File: config.mk
export PLATFORM = sky130hd
export DESIGN_NAME = iogb_top
export DESIGN_NICKNAME = d
export VERILOG_FILES = /design/src/shared/iogb_pkg.sv /design/src/hw/iogb_buf2.sv /design/src/hw/iogb_in_cell.sv /design/src/hw/iogb_top.sv
export VERILOG_INCLUDE_DIRS = /design/src /design/src/shared
export SDC_FILE = /design/constraint.sdc
export NUM_CORES = 1
export LEC_CHECK = 0
export BUFFER_PORTS_ARGS = -buffer_cell sky130_fd_sc_hd__buf_4
export CORE_ASPECT_RATIO = 1.75
export CORE_MARGIN = 3
export CORE_UTILIZATION = 55
export CTS_BUF_LIST = sky130_fd_sc_hd__clkbuf_8
export DETAILED_ROUTE_END_ITERATION = 8
export GPL_TIMING_DRIVEN = 0
export PLACE_DENSITY = 0.9
export RECOVER_POWER = 50
export SYNTH_ARGS = -nofsm -noshare
export SYNTH_HDL_FRONTEND = slang
export SYNTH_SLANG_ARGS = --single-unit
File: constraint.sdc
create_clock -name pclk -period 2.35 [get_ports pclk]
set_input_delay 0.1175 -clock pclk [delete_from_list [all_inputs] [get_ports pclk]]
set_output_delay 0.1175 -clock pclk [all_outputs]
set_load 0.01 [all_outputs]
File: src/shared/iogb_regs.svh
// Register offsets, field positions, reset values and counts of the I/O gearbox.
`ifndef IOGB_REGS_SVH
`define IOGB_REGS_SVH

`define IOGB_CTRL_OFS        12'h000
`define IOGB_DELAY_OFS       12'h004
`define IOGB_STATUS_OFS      12'h008

`define IOGB_CTRL_GB_RST     0
`define IOGB_CTRL_MODE_LO    1
`define IOGB_CTRL_MODE_HI    2
`define IOGB_CTRL_DDR        3
`define IOGB_CTRL_BYPASS     4
`define IOGB_CTRL_FIX_DLY    5
`define IOGB_CTRL_DYN_DLY    6
`define IOGB_CTRL_W          7
`define IOGB_CTRL_RESET      7'h00

`define IOGB_DELAY_W         5
`define IOGB_DELAY_RESET     5'h00

`define IOGB_ST_RUN          0
`define IOGB_ST_S1_FULL      1
`define IOGB_ST_S2_FULL      2
`define IOGB_ST_RISE         3
`define IOGB_ST_FALL         4
`define IOGB_ST_BUF_FULL     5

`define IOGB_WORD_W          8
`define IOGB_DLY_TAPS        32
`define IOGB_FIXED_TAP       4

`endif
File: src/shared/iogb_pkg.sv
// Types shared by the I/O gearbox design files.
package iogb_pkg;

	typedef enum logic [1:0] {
		IOGB_MODE_7TO1 = 2'b00,
		IOGB_MODE_8TO1 = 2'b01,
		IOGB_MODE_4TO1 = 2'b10
	} iogb_mode_t;

	typedef enum logic [0:0] {
		IOGB_SER_IDLE = 1'b0,
		IOGB_SER_RUN  = 1'b1
	} iogb_ser_t;

	typedef struct packed {
		logic dyn_dly;
		logic fix_dly;
		logic bypass;
		logic ddr;
		logic [1:0] mode;
		logic gb_rst;
	} iogb_ctrl_t;

	typedef struct packed {
		logic       full;
		logic [7:0] word;
	} iogb_stage_t;

endpackage

File: src/hw/iogb_buf2.sv
// Small valid/ready buffer of flip-flops between the core and the gearbox.
`timescale 1ns/1ps
module iogb_buf2 #(
	parameter int W     = 8,
	parameter int DEPTH = 2
) (
	input  wire logic         pclk,
	input  wire logic         presetn,
	input  wire logic         clr,
	input  wire logic         in_valid,
	output logic              in_ready,
	input  wire logic [W-1:0] in_data,
	output logic              out_valid,
	input  wire logic         out_ready,
	output logic      [W-1:0] out_data,
	output logic              full
);
	localparam int AW = (DEPTH > 1) ? $clog2(DEPTH) : 1;

	logic [W-1:0] mem [DEPTH];
	logic [AW-1:0] wr_ptr;
	logic [AW-1:0] rd_ptr;
	logic [AW:0]   count;
	logic          push;
	logic          pop;

	assign full      = (count == (AW+1)'(DEPTH));
	assign in_ready  = !full;
	assign out_valid = (count != '0);
	assign out_data  = mem[rd_ptr];
	assign push      = in_valid && in_ready;
	assign pop       = out_valid && out_ready;

	function automatic logic [AW-1:0] bump(input logic [AW-1:0] p);
		bump = (p == AW'(DEPTH - 1)) ? '0 : AW'(p + 1'b1);
	endfunction

	always_ff @(posedge pclk or negedge presetn) begin
		if (!presetn) begin
			wr_ptr <= '0;
			rd_ptr <= '0;
			count  <= '0;
		end else if (clr) begin
			wr_ptr <= '0;
			rd_ptr <= '0;
			count  <= '0;
		end else begin
			if (push)
				wr_ptr <= bump(wr_ptr);
			if (pop)
				rd_ptr <= bump(rd_ptr);
			if (push && !pop)
				count <= count + 1'b1;
			else if (pop && !push)
				count <= count - 1'b1;
		end
	end

	// Storage needs no reset; only the count says what is valid.
	always_ff @(posedge pclk) begin
		if (push)
			mem[wr_ptr] <= in_data;
	end
endmodule

File: src/hw/iogb_in_cell.sv
// Input register block: bypass, delay, single or double rate capture.
`timescale 1ns/1ps
`include "iogb_regs.svh"
module iogb_in_cell #(
	parameter int TAPS        = `IOGB_DLY_TAPS,
	parameter int FIXED_TAP   = `IOGB_FIXED_TAP,
	parameter bit BOTTOM_EDGE = 1'b1
) (
	input  wire logic       pclk,
	input  wire logic       presetn,
	input  wire logic       pad_in,
	input  wire logic       bypass,
	input  wire logic       fix_dly,
	input  wire logic       dyn_dly,
	input  wire logic       ddr,
	input  wire logic [4:0] dynamic_delay_code,
	output logic            bypass_comb_input,
	output logic            bypass_clock_output,
	output logic            rising_sample_out,
	output logic            falling_or_sdr_sample_out
);
	logic [TAPS-1:0] dly_line;
	logic            dly_out;
	logic            rise_q;
	logic            fall_q;

	// The delay line is modelled in clock steps of the system clock.
	always_ff @(posedge pclk or negedge presetn) begin
		if (!presetn)
			dly_line <= '0;
		else
			dly_line <= {dly_line[TAPS-2:0], pad_in};
	end

	always_comb begin
		if (dyn_dly && BOTTOM_EDGE)
			dly_out = dly_line[dynamic_delay_code];
		else if (fix_dly)
			dly_out = dly_line[FIXED_TAP];
		else
			dly_out = pad_in;
	end

	assign bypass_comb_input   = bypass ? pad_in : 1'b0;
	assign bypass_clock_output = bypass ? pad_in : 1'b0;

	always_ff @(posedge pclk or negedge presetn) begin
		if (!presetn)
			rise_q <= 1'b0;
		else
			rise_q <= dly_out;
	end

	always_ff @(negedge pclk or negedge presetn) begin
		if (!presetn)
			fall_q <= 1'b0;
		else
			fall_q <= dly_out;
	end

	assign rising_sample_out         = rise_q;
	assign falling_or_sdr_sample_out = ddr ? fall_q : rise_q;
endmodule

File: src/hw/iogb_top.sv
// I/O cell logic: input register block and output gearbox with APB control.
// Summary of operation
// Bypass passes pad straight to core and clock.
// Optional fixed delay before input registers.
// Bottom edge adds five-bit dynamic delay code.
// Single rate: one register on system clock.
// DDR: rising and falling samples, two streams.
// Gearbox modes: 7:1, 8:1 or dual 4:1.
// Eight-bit word; bits used depend on mode.
// Stage one captures word on slow clock; code captures it on pclk, which also shifts out the serial bits.
// Stage two hands word to fast stage.
// Stage three shifts word out serially.
// Rising sample out; second single-rate or falling.
// Gearbox reset clears pipeline, output low.
// Bit zero first, ascending order, fixed ratio.
`timescale 1ns/1ps
`include "iogb_regs.svh"
module iogb_top #(
	parameter int FIXED_TAP   = `IOGB_FIXED_TAP,
	parameter bit BOTTOM_EDGE = 1'b1,
	parameter int BUF_DEPTH   = 2
) (
	input  wire logic        pclk,
	input  wire logic        presetn,
	input  wire logic        psel,
	input  wire logic        penable,
	input  wire logic        pwrite,
	input  wire logic [11:0] paddr,
	input  wire logic [31:0] pwdata,
	output logic      [31:0] prdata,
	output logic             pready,
	output logic             pslverr,
	input  wire logic        pad_in,
	output logic             bypass_comb_input,
	output logic             bypass_clock_output,
	output logic             rising_sample_out,
	output logic             falling_or_sdr_sample_out,
	input  wire logic        core_valid,
	output logic             core_ready,
	input  wire logic [7:0]  core_word,
	output logic             serial_out_a,
	output logic             serial_out_c
);
	iogb_pkg::iogb_ctrl_t  ctrl;
	logic [`IOGB_DELAY_W-1:0] dynamic_delay_code;
	iogb_pkg::iogb_mode_t  mode;
	iogb_pkg::iogb_stage_t stage1;
	iogb_pkg::iogb_stage_t stage2;
	iogb_pkg::iogb_ser_t   ser_state;
	logic [7:0]  shift_word;
	logic [2:0]  bit_idx;
	logic [2:0]  next_idx;
	logic        buf_valid;
	logic        buf_full;
	logic [7:0]  buf_word;
	logic        take1;
	logic        take2;
	logic        load3;
	logic        last_bit;
	logic        gb_rst;
	logic        setup;
	logic        wr_en;
	logic        mapped;
	logic [31:0] rd_mux;

	assign mode   = iogb_pkg::iogb_mode_t'(ctrl.mode);
	assign gb_rst = ctrl.gb_rst;

	// Last bit index of a word for each ratio; the ratio fixes how many
	// system clocks one parallel word lasts on the serial line.
	function automatic logic [2:0] last_index(input iogb_pkg::iogb_mode_t m);
		case (m)
			iogb_pkg::IOGB_MODE_7TO1: last_index = 3'h6;
			iogb_pkg::IOGB_MODE_8TO1: last_index = 3'h7;
			iogb_pkg::IOGB_MODE_4TO1: last_index = 3'h3;
			default:                  last_index = 3'h7;
		endcase
	endfunction

	// Register bus.
	assign pready = 1'b1;
	assign setup  = psel && !penable;
	assign wr_en  = psel && penable && pwrite;

	always_comb begin
		mapped = 1'b1;
		rd_mux = 32'h0;
		case (paddr)
			`IOGB_CTRL_OFS:
				rd_mux = {{(32-`IOGB_CTRL_W){1'b0}}, ctrl};
			`IOGB_DELAY_OFS:
				rd_mux = {{(32-`IOGB_DELAY_W){1'b0}}, dynamic_delay_code};
			`IOGB_STATUS_OFS: begin
				rd_mux[`IOGB_ST_RUN]      = (ser_state == iogb_pkg::IOGB_SER_RUN);
				rd_mux[`IOGB_ST_S1_FULL]  = stage1.full;
				rd_mux[`IOGB_ST_S2_FULL]  = stage2.full;
				rd_mux[`IOGB_ST_RISE]     = rising_sample_out;
				rd_mux[`IOGB_ST_FALL]     = falling_or_sdr_sample_out;
				rd_mux[`IOGB_ST_BUF_FULL] = buf_full;
			end
			default:
				mapped = 1'b0;
		endcase
	end

	// Read data is captured in the setup cycle so it comes from a flop.
	always_ff @(posedge pclk or negedge presetn) begin
		if (!presetn) begin
			prdata  <= 32'h0;
			pslverr <= 1'b0;
		end else if (setup) begin
			prdata  <= pwrite ? 32'h0 : rd_mux;
			pslverr <= !mapped || (pwrite && paddr == `IOGB_STATUS_OFS);
		end
	end

	always_ff @(posedge pclk or negedge presetn) begin
		if (!presetn)
			ctrl <= `IOGB_CTRL_RESET;
		else if (wr_en && paddr == `IOGB_CTRL_OFS)
			ctrl <= pwdata[`IOGB_CTRL_W-1:0];
	end

	always_ff @(posedge pclk or negedge presetn) begin
		if (!presetn)
			dynamic_delay_code <= `IOGB_DELAY_RESET;
		else if (wr_en && paddr == `IOGB_DELAY_OFS)
			dynamic_delay_code <= pwdata[`IOGB_DELAY_W-1:0];
	end

	// Input path.
	iogb_in_cell #(
		.TAPS        (`IOGB_DLY_TAPS),
		.FIXED_TAP   (FIXED_TAP),
		.BOTTOM_EDGE (BOTTOM_EDGE)
	) u_in (
		.pclk                      (pclk),
		.presetn                   (presetn),
		.pad_in                    (pad_in),
		.bypass                    (ctrl.bypass),
		.fix_dly                   (ctrl.fix_dly),
		.dyn_dly                   (ctrl.dyn_dly),
		.ddr                       (ctrl.ddr),
		.dynamic_delay_code        (dynamic_delay_code),
		.bypass_comb_input         (bypass_comb_input),
		.bypass_clock_output       (bypass_clock_output),
		.rising_sample_out         (rising_sample_out),
		.falling_or_sdr_sample_out (falling_or_sdr_sample_out)
	);

	// Output path: the buffer absorbs a stall of the gearbox so that no
	// core word is lost; core_ready falls while it is full.
	iogb_buf2 #(
		.W     (`IOGB_WORD_W),
		.DEPTH (BUF_DEPTH)
	) u_buf (
		.pclk      (pclk),
		.presetn   (presetn),
		.clr       (gb_rst),
		.in_valid  (core_valid),
		.in_ready  (core_ready),
		.in_data   (core_word),
		.out_valid (buf_valid),
		.out_ready (take1),
		.out_data  (buf_word),
		.full      (buf_full)
	);

	assign last_bit = (bit_idx == last_index(mode));
	assign load3    = stage2.full &&
		(ser_state == iogb_pkg::IOGB_SER_IDLE || last_bit);
	assign take2    = stage1.full && (!stage2.full || load3);
	assign take1    = !gb_rst && buf_valid && (!stage1.full || take2);
	assign next_idx = 3'(bit_idx + 3'h1);

	always_ff @(posedge pclk or negedge presetn) begin
		if (!presetn)
			stage1 <= '0;
		else if (gb_rst)
			stage1 <= '0;
		else if (take1)
			stage1 <= '{full: 1'b1, word: buf_word};
		else if (take2)
			stage1.full <= 1'b0;
	end

	always_ff @(posedge pclk or negedge presetn) begin
		if (!presetn)
			stage2 <= '0;
		else if (gb_rst)
			stage2 <= '0;
		else if (take2)
			stage2 <= stage1;
		else if (load3)
			stage2.full <= 1'b0;
	end

	// Stage three: lane A carries bits 0 to 6 in 7:1, the whole word in 8:1 and
	// the low nibble in dual 4:1; lane C carries the high nibble in dual 4:1 and is held low otherwise.
	always_ff @(posedge pclk or negedge presetn) begin
		if (!presetn) begin
			ser_state    <= iogb_pkg::IOGB_SER_IDLE;
			shift_word   <= 8'h00;
			bit_idx      <= 3'h0;
			serial_out_a <= 1'b0;
			serial_out_c <= 1'b0;
		end else if (gb_rst) begin
			ser_state    <= iogb_pkg::IOGB_SER_IDLE;
			shift_word   <= 8'h00;
			bit_idx      <= 3'h0;
			serial_out_a <= 1'b0;
			serial_out_c <= 1'b0;
		end else if (load3) begin
			ser_state    <= iogb_pkg::IOGB_SER_RUN;
			shift_word   <= stage2.word;
			bit_idx      <= 3'h0;
			serial_out_a <= stage2.word[0];
			serial_out_c <= (mode == iogb_pkg::IOGB_MODE_4TO1) ?
				stage2.word[4] : 1'b0;
		end else begin
			case (ser_state)
				iogb_pkg::IOGB_SER_RUN: begin
					if (last_bit) begin
						// Starved: drop to low rather than repeat old data.
						ser_state    <= iogb_pkg::IOGB_SER_IDLE;
						serial_out_a <= 1'b0;
						serial_out_c <= 1'b0;
					end else begin
						bit_idx <= next_idx;
						if (mode == iogb_pkg::IOGB_MODE_4TO1) begin
							serial_out_a <= shift_word[{1'b0, next_idx[1:0]}];
							serial_out_c <= shift_word[{1'b1, next_idx[1:0]}];
						end else begin
							serial_out_a <= shift_word[next_idx];
							serial_out_c <= 1'b0;
						end
					end
				end
				default: begin
					serial_out_a <= 1'b0;
					serial_out_c <= 1'b0;
				end
			endcase
		end
	end
endmodule

== Word level (Yosys, flattened, before mapping) ==
Memory sizes are Yosys's and may differ from the RTL's.
Index checks and enable logic that the tools add are counted.

* Bits in registers: 115
* RAM bits: 16
* Input bits: 59
* Output and inout port bits: 41
* Word-level logic and storage cells: 138
* Memories: 1

{| class="wikitable"
|+ Memories
! name !! depth !! width !! rd ports !! clocked after memory_dff !! write ports !! line !! source
|-
| u_buf.mem || 2 || 8 || 1 || 0 || 1 || iogb_buf2.sv:20 || <nowiki>logic [W-1:0] mem [DEPTH];</nowiki>
|}

* Add/sub/neg operators: 5
* Order comparisons: 4
* Equal/unequal tests: 6
* Multiplexer cells: 57
* Bitwise operators: 1
* Reductions and logical operators: 40

{| class="wikitable"
|+ Operators with widths
! cell !! number
|-
| $mux 1 || 37
|-
| $mux 32 || 1
|-
| $mux 8 || 4
|-
| $mux 9 || 2
|-
| $pmux 6 s3 || 1
|-
| $logic_and 1x1->1 || 14
|-
| $eq 12x3->1 const B || 1
|-
| $eq 12x4->1 const B || 1
|-
| $logic_not 12->1 || 1
|-
| $mux 3 || 4
|-
| $reduce_bool 2->1 || 6
|-
| $reduce_bool 3->1 || 4
|-
| $logic_not 1->1 || 8
|-
| $lt 3x4->1 const B || 2
|-
| $lt 5x6->1 const B || 1
|-
| $mux 2 || 3
|-
| $pmux 3 s2 || 1
|-
| $bmux 1 s5 || 1
|-
| $bmux 1 s2 || 2
|-
| $eq 2x2->1 const B || 2
|-
| $logic_or 1x1->1 || 4
|-
| $lt 2x4->1 const B || 1
|-
| $add 3x1->3 const B || 1
|-
| $bmux 1 s3 || 1
|-
| other kinds (9) || 10
|}

== Depth between registers and ports, before layout ==
Gate-level depths: netlist (run 1).

* Word-level depth: 14
* Mapped depth: 6
* Mapped depth without buffers: 6

== By module ==
A second synthesis (run 1) with hierarchy kept.

* Cells, all modules: 376
* Area, all modules: 4725.8 um^2

{| class="wikitable"
|+ Modules (own cells, without submodules)
! module !! times used !! cells an instance !! area an instance (um^2) !! seq. area each (um^2)
|-
| iogb_top || 1 || 246 || 2697.6 || 1301.2
|-
| iogb_in_cell || 1 || 80 || 1217.4 || 850.8
|-
| iogb_buf2 || 1 || 50 || 810.8 || 580.6
|}

==> out/metrics.cfg, run 1 <==
[cts]
clkSinkCount = 106
cts_buffers = 9
clk_latency_ns = 0.38
clock_path_buffers = 2
h-tree-depth = 3
cts_tree = built
clk_pin_slew_worst_paths_ns = 0.10
ctsRootBufferMaster = clkbuf_8

[global_route]
grt_pass1_wl_mm = 15.4
track_usage_pct = 21.3
met3_usage_pct = 4.65
grt_max_degree = 91
grt.busiest_layer = met2
grt.met2_usage_pct = 39.7
grt_pass1_vias = 3254
antenna_found_initial = 0
use_met1_pct = 22.1
grt-ovfl-total = 0

[logic_synthesis]
synth_area_leaders = dfrtp_1 (48%), edfxtp_1 (10%), mux2i_1 (9.7%)
synth_area_mm2 = 0.00465
synth-simple-area-share_pct = 9.66
synth-seq-cells = 106
synth.avg_cell_area_um2 = 13.1
synth_compound_area_share_pct = 9.36
synth-edff-count = 16
synth_cell_types = 51
synth_top_area_share_pct = 47.9
yosysWarningCount = 0
synthAdderAreaFrac_pct = 0.269
synth_top_family_by_area = multiplexers
synthCells = 354
synth_flop_cell = dfrtp_1
yosysTopAreaCell = dfrtp_1
async_flop_share_pct = 84.9
yosysSeqAreaShare_pct = 58.8
synth_xor_area_share_pct = 0.915
synth_mux_area_share_pct = 14.7
yosysMostFrequentCell = dfrtp_1
synth_commonest_cells = dfrtp_1 (89), mux2i_1 (45), nor2_1 (37)

[detailed_routing]
drtIter0Drc = 136
viasPerCell = 5.51
wl_mm = 9.80
vias = 3030
ant_nets = 0
routedWlPerCell_um = 17.8
drc = 0
drt_first_pass_iters = 4

[placed_design]
io_buffers = 48
dp_slack_ns = -0.415
gp_congestion = 0.876
dpl.hpwl_mm = 6.61

[critical_path]
worstPathMaxFanout = 10
cp_data_required_time_ns = 1.35
worstPathArrival_ns = 1.71
critPathCaptureType = flip-flop
worstSetupPathType = flip-flop to flip-flop
cp-start-kind = flip-flop

[sta]
rsz0062_at_grt = true
setup_ws_ns = -0.364
slew_headroom_pct = 21.4
finalSetupTns_ns = -0.412
skew_ns = 0.0244
hold_ws_ns = 0.0652
hold_viol = 0
drv_slew = 0
finalSetupViolations = 3
max_slew.worst_pin.slew_ns = 1.18

[pwr]
total_power_w = 0.00526
p_per_area_mw_per_mm2 = 923
ir_drop_uv = 838
total_leakage_power_nw = 2.58

[finish]
area_growth_pct = 22.5
antenna_cells = 0
post-route-util_pct = 70.6
layout.nets = 515
drive_above_1_share_pct = 29.3

[run_status]
status = complete, but fails checks
failed_checks = negative setup slack

[die]
start_util_pct = 57.6
fp-row-count = 43
core-area_mm2 = 0.00807
die_x_um = 75.5
dieArea_mm2 = 0.00964
dieHeight_um = 128
io_pins = 100

[run]
cap_viol_max_count = 0

[min_path]
holdCritPathClass = input port to flip-flop

[stage by stage]
step | cell area [µm²] | std cells
2_1_floorplan | 4760 | 378
3_3_place_gp | 5230 | 516
3_5_place_dp | 5230 | 516
4_1_cts | 5660 | 550
5_1_grt | 5700 | 550
6_report | 5700 | 550
[per-layer routing]
layer | routed length [µm] | part of all wire [%]
met3 | 384 | 3.9
met2 | 5660 | 58
met5 | 0 | 0
met4 | 215 | 2.2
met1 | 3530 | 36
[final timing paths]
| kind | startpoint | endpoint | slack, ns | cells after the start |
|---|---|---|---|---|
| hold reg to reg | u_in.dly_line[10] | u_in.dly_line[11] | 0.37 | 0 |
| max in group asynchronous | presetn | u_in.fall_q | -0.03 | 2 |
| hold / removal | pwrite | pslverr | 0.07 | 3 |
| setup reg to reg | dynamic_delay_code[0] | u_in.fall_q | -0.36 | 6 |
| min in group asynchronous | presetn | u_in.dly_line[29] | 0.54 | 2 |
| setup / recovery | dynamic_delay_code[0] | u_in.fall_q | -0.36 | 6 |
[worst max-delay path, stage by stage (launching register included)]
cell	delay, ns
dfrtp_1	0.36
buf_6	0.16
buf_12	0.15
mux2i_1	0.22
a21oi_1	0.11
a31oi_2	0.21
a41oi_2	0.13
[registers in the layout (all words and copies together) (netlist names), 2 cells and up]
name / flops
u_in.dly_line: 32
u_buf.mem: 16
stage1: 9
stage2: 9
shift_word: 8
prdata: 7
dynamic_delay_code: 5
ctrl: 4
bit_idx: 3
mode: 2
u_buf.count: 2
[where the power goes]
part	switching (W)	internal (W)	leakage, nW
Clock	0.000604	0.000655	0.121
Sequential	0.000252	0.00226	1.22
Combinational	0.000745	0.000740	1.24
Total	0.00160	0.00366	2.58
[placed cells by master, fill, tap and decap left out, types with 9 or more instances in the layout]
cell type,n
clkbuf_4,9
a211oi_2,9
buf_4,66
edfxtp_1,16
conb_1,26
dlygate4sd3_1,17
mux2i_1,43
nor2_1,36
clkbuf_8,11
nand2_1,16
dfrtp_1,87
[cell families (layout without fill, tap and decap cells)]
group | after synthesis | after routing
AO/OA/AOI/OAI | 47 | 47
XOR/XNOR | 4 | 4
adder cells (fa/ha/maj) | 1 | 1
buffers and inverters | 44 | 126
flip-flops | 106 | 106
multiplexers | 63 | 63
other | 2 | 26
AND/OR/NAND/NOR | 87 | 87
[area by class of cell]
type	instances	area [µm²]
clock inverters	5	77.6
fillers	538	2370
well taps	90	113
clock buffers	11	151
multi-input cells	228	1770
inverters	3	11.3
repair buffers	66	538
flip-flops and latches	106	2740
plain buffers	41	298
[what timing repair did]
item                       4_1_cts  5_1_grt
hold endpoints to repair       117        0
setup buffers                    1        0
gates resized for setup          7       11
setup endpoints to repair        2        4
pin swaps                        2        3
hold buffers                    17        0
Note: power is estimated with default switching activity, not from simulation.
==> run 2, diff against run 1 <==
CORE_MARGIN = 2   (was 3)
REMOVE_ABC_BUFFERS = 1   (was default)
==> out/metrics.cfg, run 2 (synthesized netlist as in run 1, its figures left out) <==
[run_status]
status = complete, but fails checks
failed_checks = negative setup slack

[pwr]
total_leakage_power_nw = 2.37
p_per_area_mw_per_mm2 = 916
total_power_w = 0.00492
ir_drop_uv = 683

[global_route]
grt_max_degree = 91
grt-ovfl-total = 0
antenna_found_initial = 0
grt_pass1_wl_mm = 14.4
grt_pass1_vias = 3118
track_usage_pct = 20.4

[placed_design]
dpl.hpwl_mm = 5.86
io_buffers = 48
gp_congestion = 0.869

[detailed_routing]
vias = 2891
viasPerCell = 5.61
ant_nets = 0
drtIter0Drc = 190
drt_first_pass_iters = 4
wl_mm = 8.90
routedWlPerCell_um = 17.3
drc = 0

[cts]
clock_path_buffers = 2
clk_pin_slew_worst_paths_ns = 0.10
cts_buffers = 9
ctsRootBufferMaster = clkbuf_8
h-tree-depth = 3
cts_tree = built
clk_latency_ns = 0.38
clkSinkCount = 106

[critical_path]
critPathCaptureType = flip-flop
worstPathMaxFanout = 7
cp-start-kind = flip-flop
path_cells = buf_6 > mux2i_1 > a22o_1 > a31oi_1 > nand4_1 > a41oi_2
critPathMaxStageDelay_ns = 0.55
critical_path.slowest_cell = dfrtp_4
worstPathArrival_ns = 2.01
worstSetupPathType = flip-flop to flip-flop
cp_top_family = compound AO/OA/AOI/OAI gates
crit_buf_inv = 1
cp_data_required_time_ns = 1.53

[sta]
rsz0062_at_grt = true
finalSetupViolations = 3
setup_ws_ns = -0.487
skew_ns = 0.0294
drv_slew = 0
max_slew.worst_pin.slew_ns = 1.16
slew_headroom_pct = 22.4
hold_ws_ns = 0.0525
hold_viol = 0

[finish]
drive_above_1_share_pct = 24.1
final_common_cell = dfrtp_1
area_growth_pct = 15.5
fill_cells = 570
ff_latch_area_mm2 = 0.00274
layout.nets = 478
final_cell_mix = dfrtp_1 (87), mux2i_1 (45), buf_4 (40)
regMostFlops = u_in.dly_line
multi_input_area_mm2 = 0.00175
antenna_cells = 0
top_regs = u_in.dly_line: 32 flops, u_buf.mem: 16 flops
largest_reg_flops = 32

[run]
cap_viol_max_count = 0

[die]
fp-row-count = 44
die_x_um = 73.5
io_pins = 100
start_util_pct = 56.3
dieHeight_um = 126
core-area_mm2 = 0.00826
dieArea_mm2 = 0.00924

[min_path]
holdCritPathClass = input port to flip-flop

run 2: timing repair:
| action | in CTS | in global routing |
|---|---|---|
| setup endpoints to repair | 11 | 4 |
| hold endpoints to repair | 117 | 0 |
| hold buffers | 17 | 0 |
| gates resized for setup | 11 | 4 |
| setup buffers | 5 | 0 |
| pin swaps | 3 | 2 |
run 2: worst paths after layout:
path | cells past startpoint | start | slack [ns] | endpoint
min reg2reg | 0 | u_in.dly_line[14] | 0.38 | u_in.dly_line[15]
min in group asynchronous | 2 | presetn | 0.53 | u_in.dly_line[25]
min | 3 | pwrite | 0.05 | pslverr
max reg2reg | 6 | dynamic_delay_code[0] | -0.49 | u_in.fall_q
max | 6 | dynamic_delay_code[0] | -0.49 | u_in.fall_q
max in group asynchronous | 2 | presetn | -0.01 | u_in.fall_q
run 2: layout make-up:
cell class | count | area share (%)
Tap cell | 92 | 2.14
Clock buffer | 9 | 2.31
Clock inverter | 7 | 1.16
Inverter | 3 | 0.210
Sequential cell | 106 | 51.0
Multi-Input combinational cell | 228 | 32.6
Timing Repair Buffer | 70 | 10.6
run 2: metrics by stage:
stage / TNS, ns / utilization (%) / setup WS (ns) / area [µm²] / std cells
after global routing: -0.862 / 65.0 / -0.534 / 5370 / 515
after floorplan: -0.612 / - / -0.612 / 4460 / 337
after global placement: -0.935 / 59.8 / -0.935 / 4940 / 477
after detailed placement: -1.16 / 59.8 / -0.958 / 4940 / 477
final: -0.510 / 65.0 / -0.487 / 5370 / 515
after CTS: -0.496 / 65.1 / -0.466 / 5370 / 515
run 2: power by group:
group / internal, W / leakage, nW / total (W) / switching [W]
combinational: 0.000661 / 1.06 / 0.00133 / 0.000666
sequential: 0.00226 / 1.22 / 0.00255 / 0.000285
clock: 0.000404 / 0.0973 / 0.00105 / 0.000643
total: 0.00333 / 2.37 / 0.00492 / 0.00159
run 2: worst reg2reg max path, cell delays in order, from the launching register on:
cell	delay, ns
dfrtp_4	0.55
buf_6	0.16
mux2i_1	0.12
a22o_1	0.21
a31oi_1	0.17
nand4_1	0.16
a41oi_2	0.27
run 2: metal layers:
metal	track usage, %	wire length [µm]	vias to the layer above
met5	0	0	-
met4	9.63	197	0
met3	3.44	254	18
met2	37.0	5190	69
met1	22.1	3250	1467
li1	-	-	1337
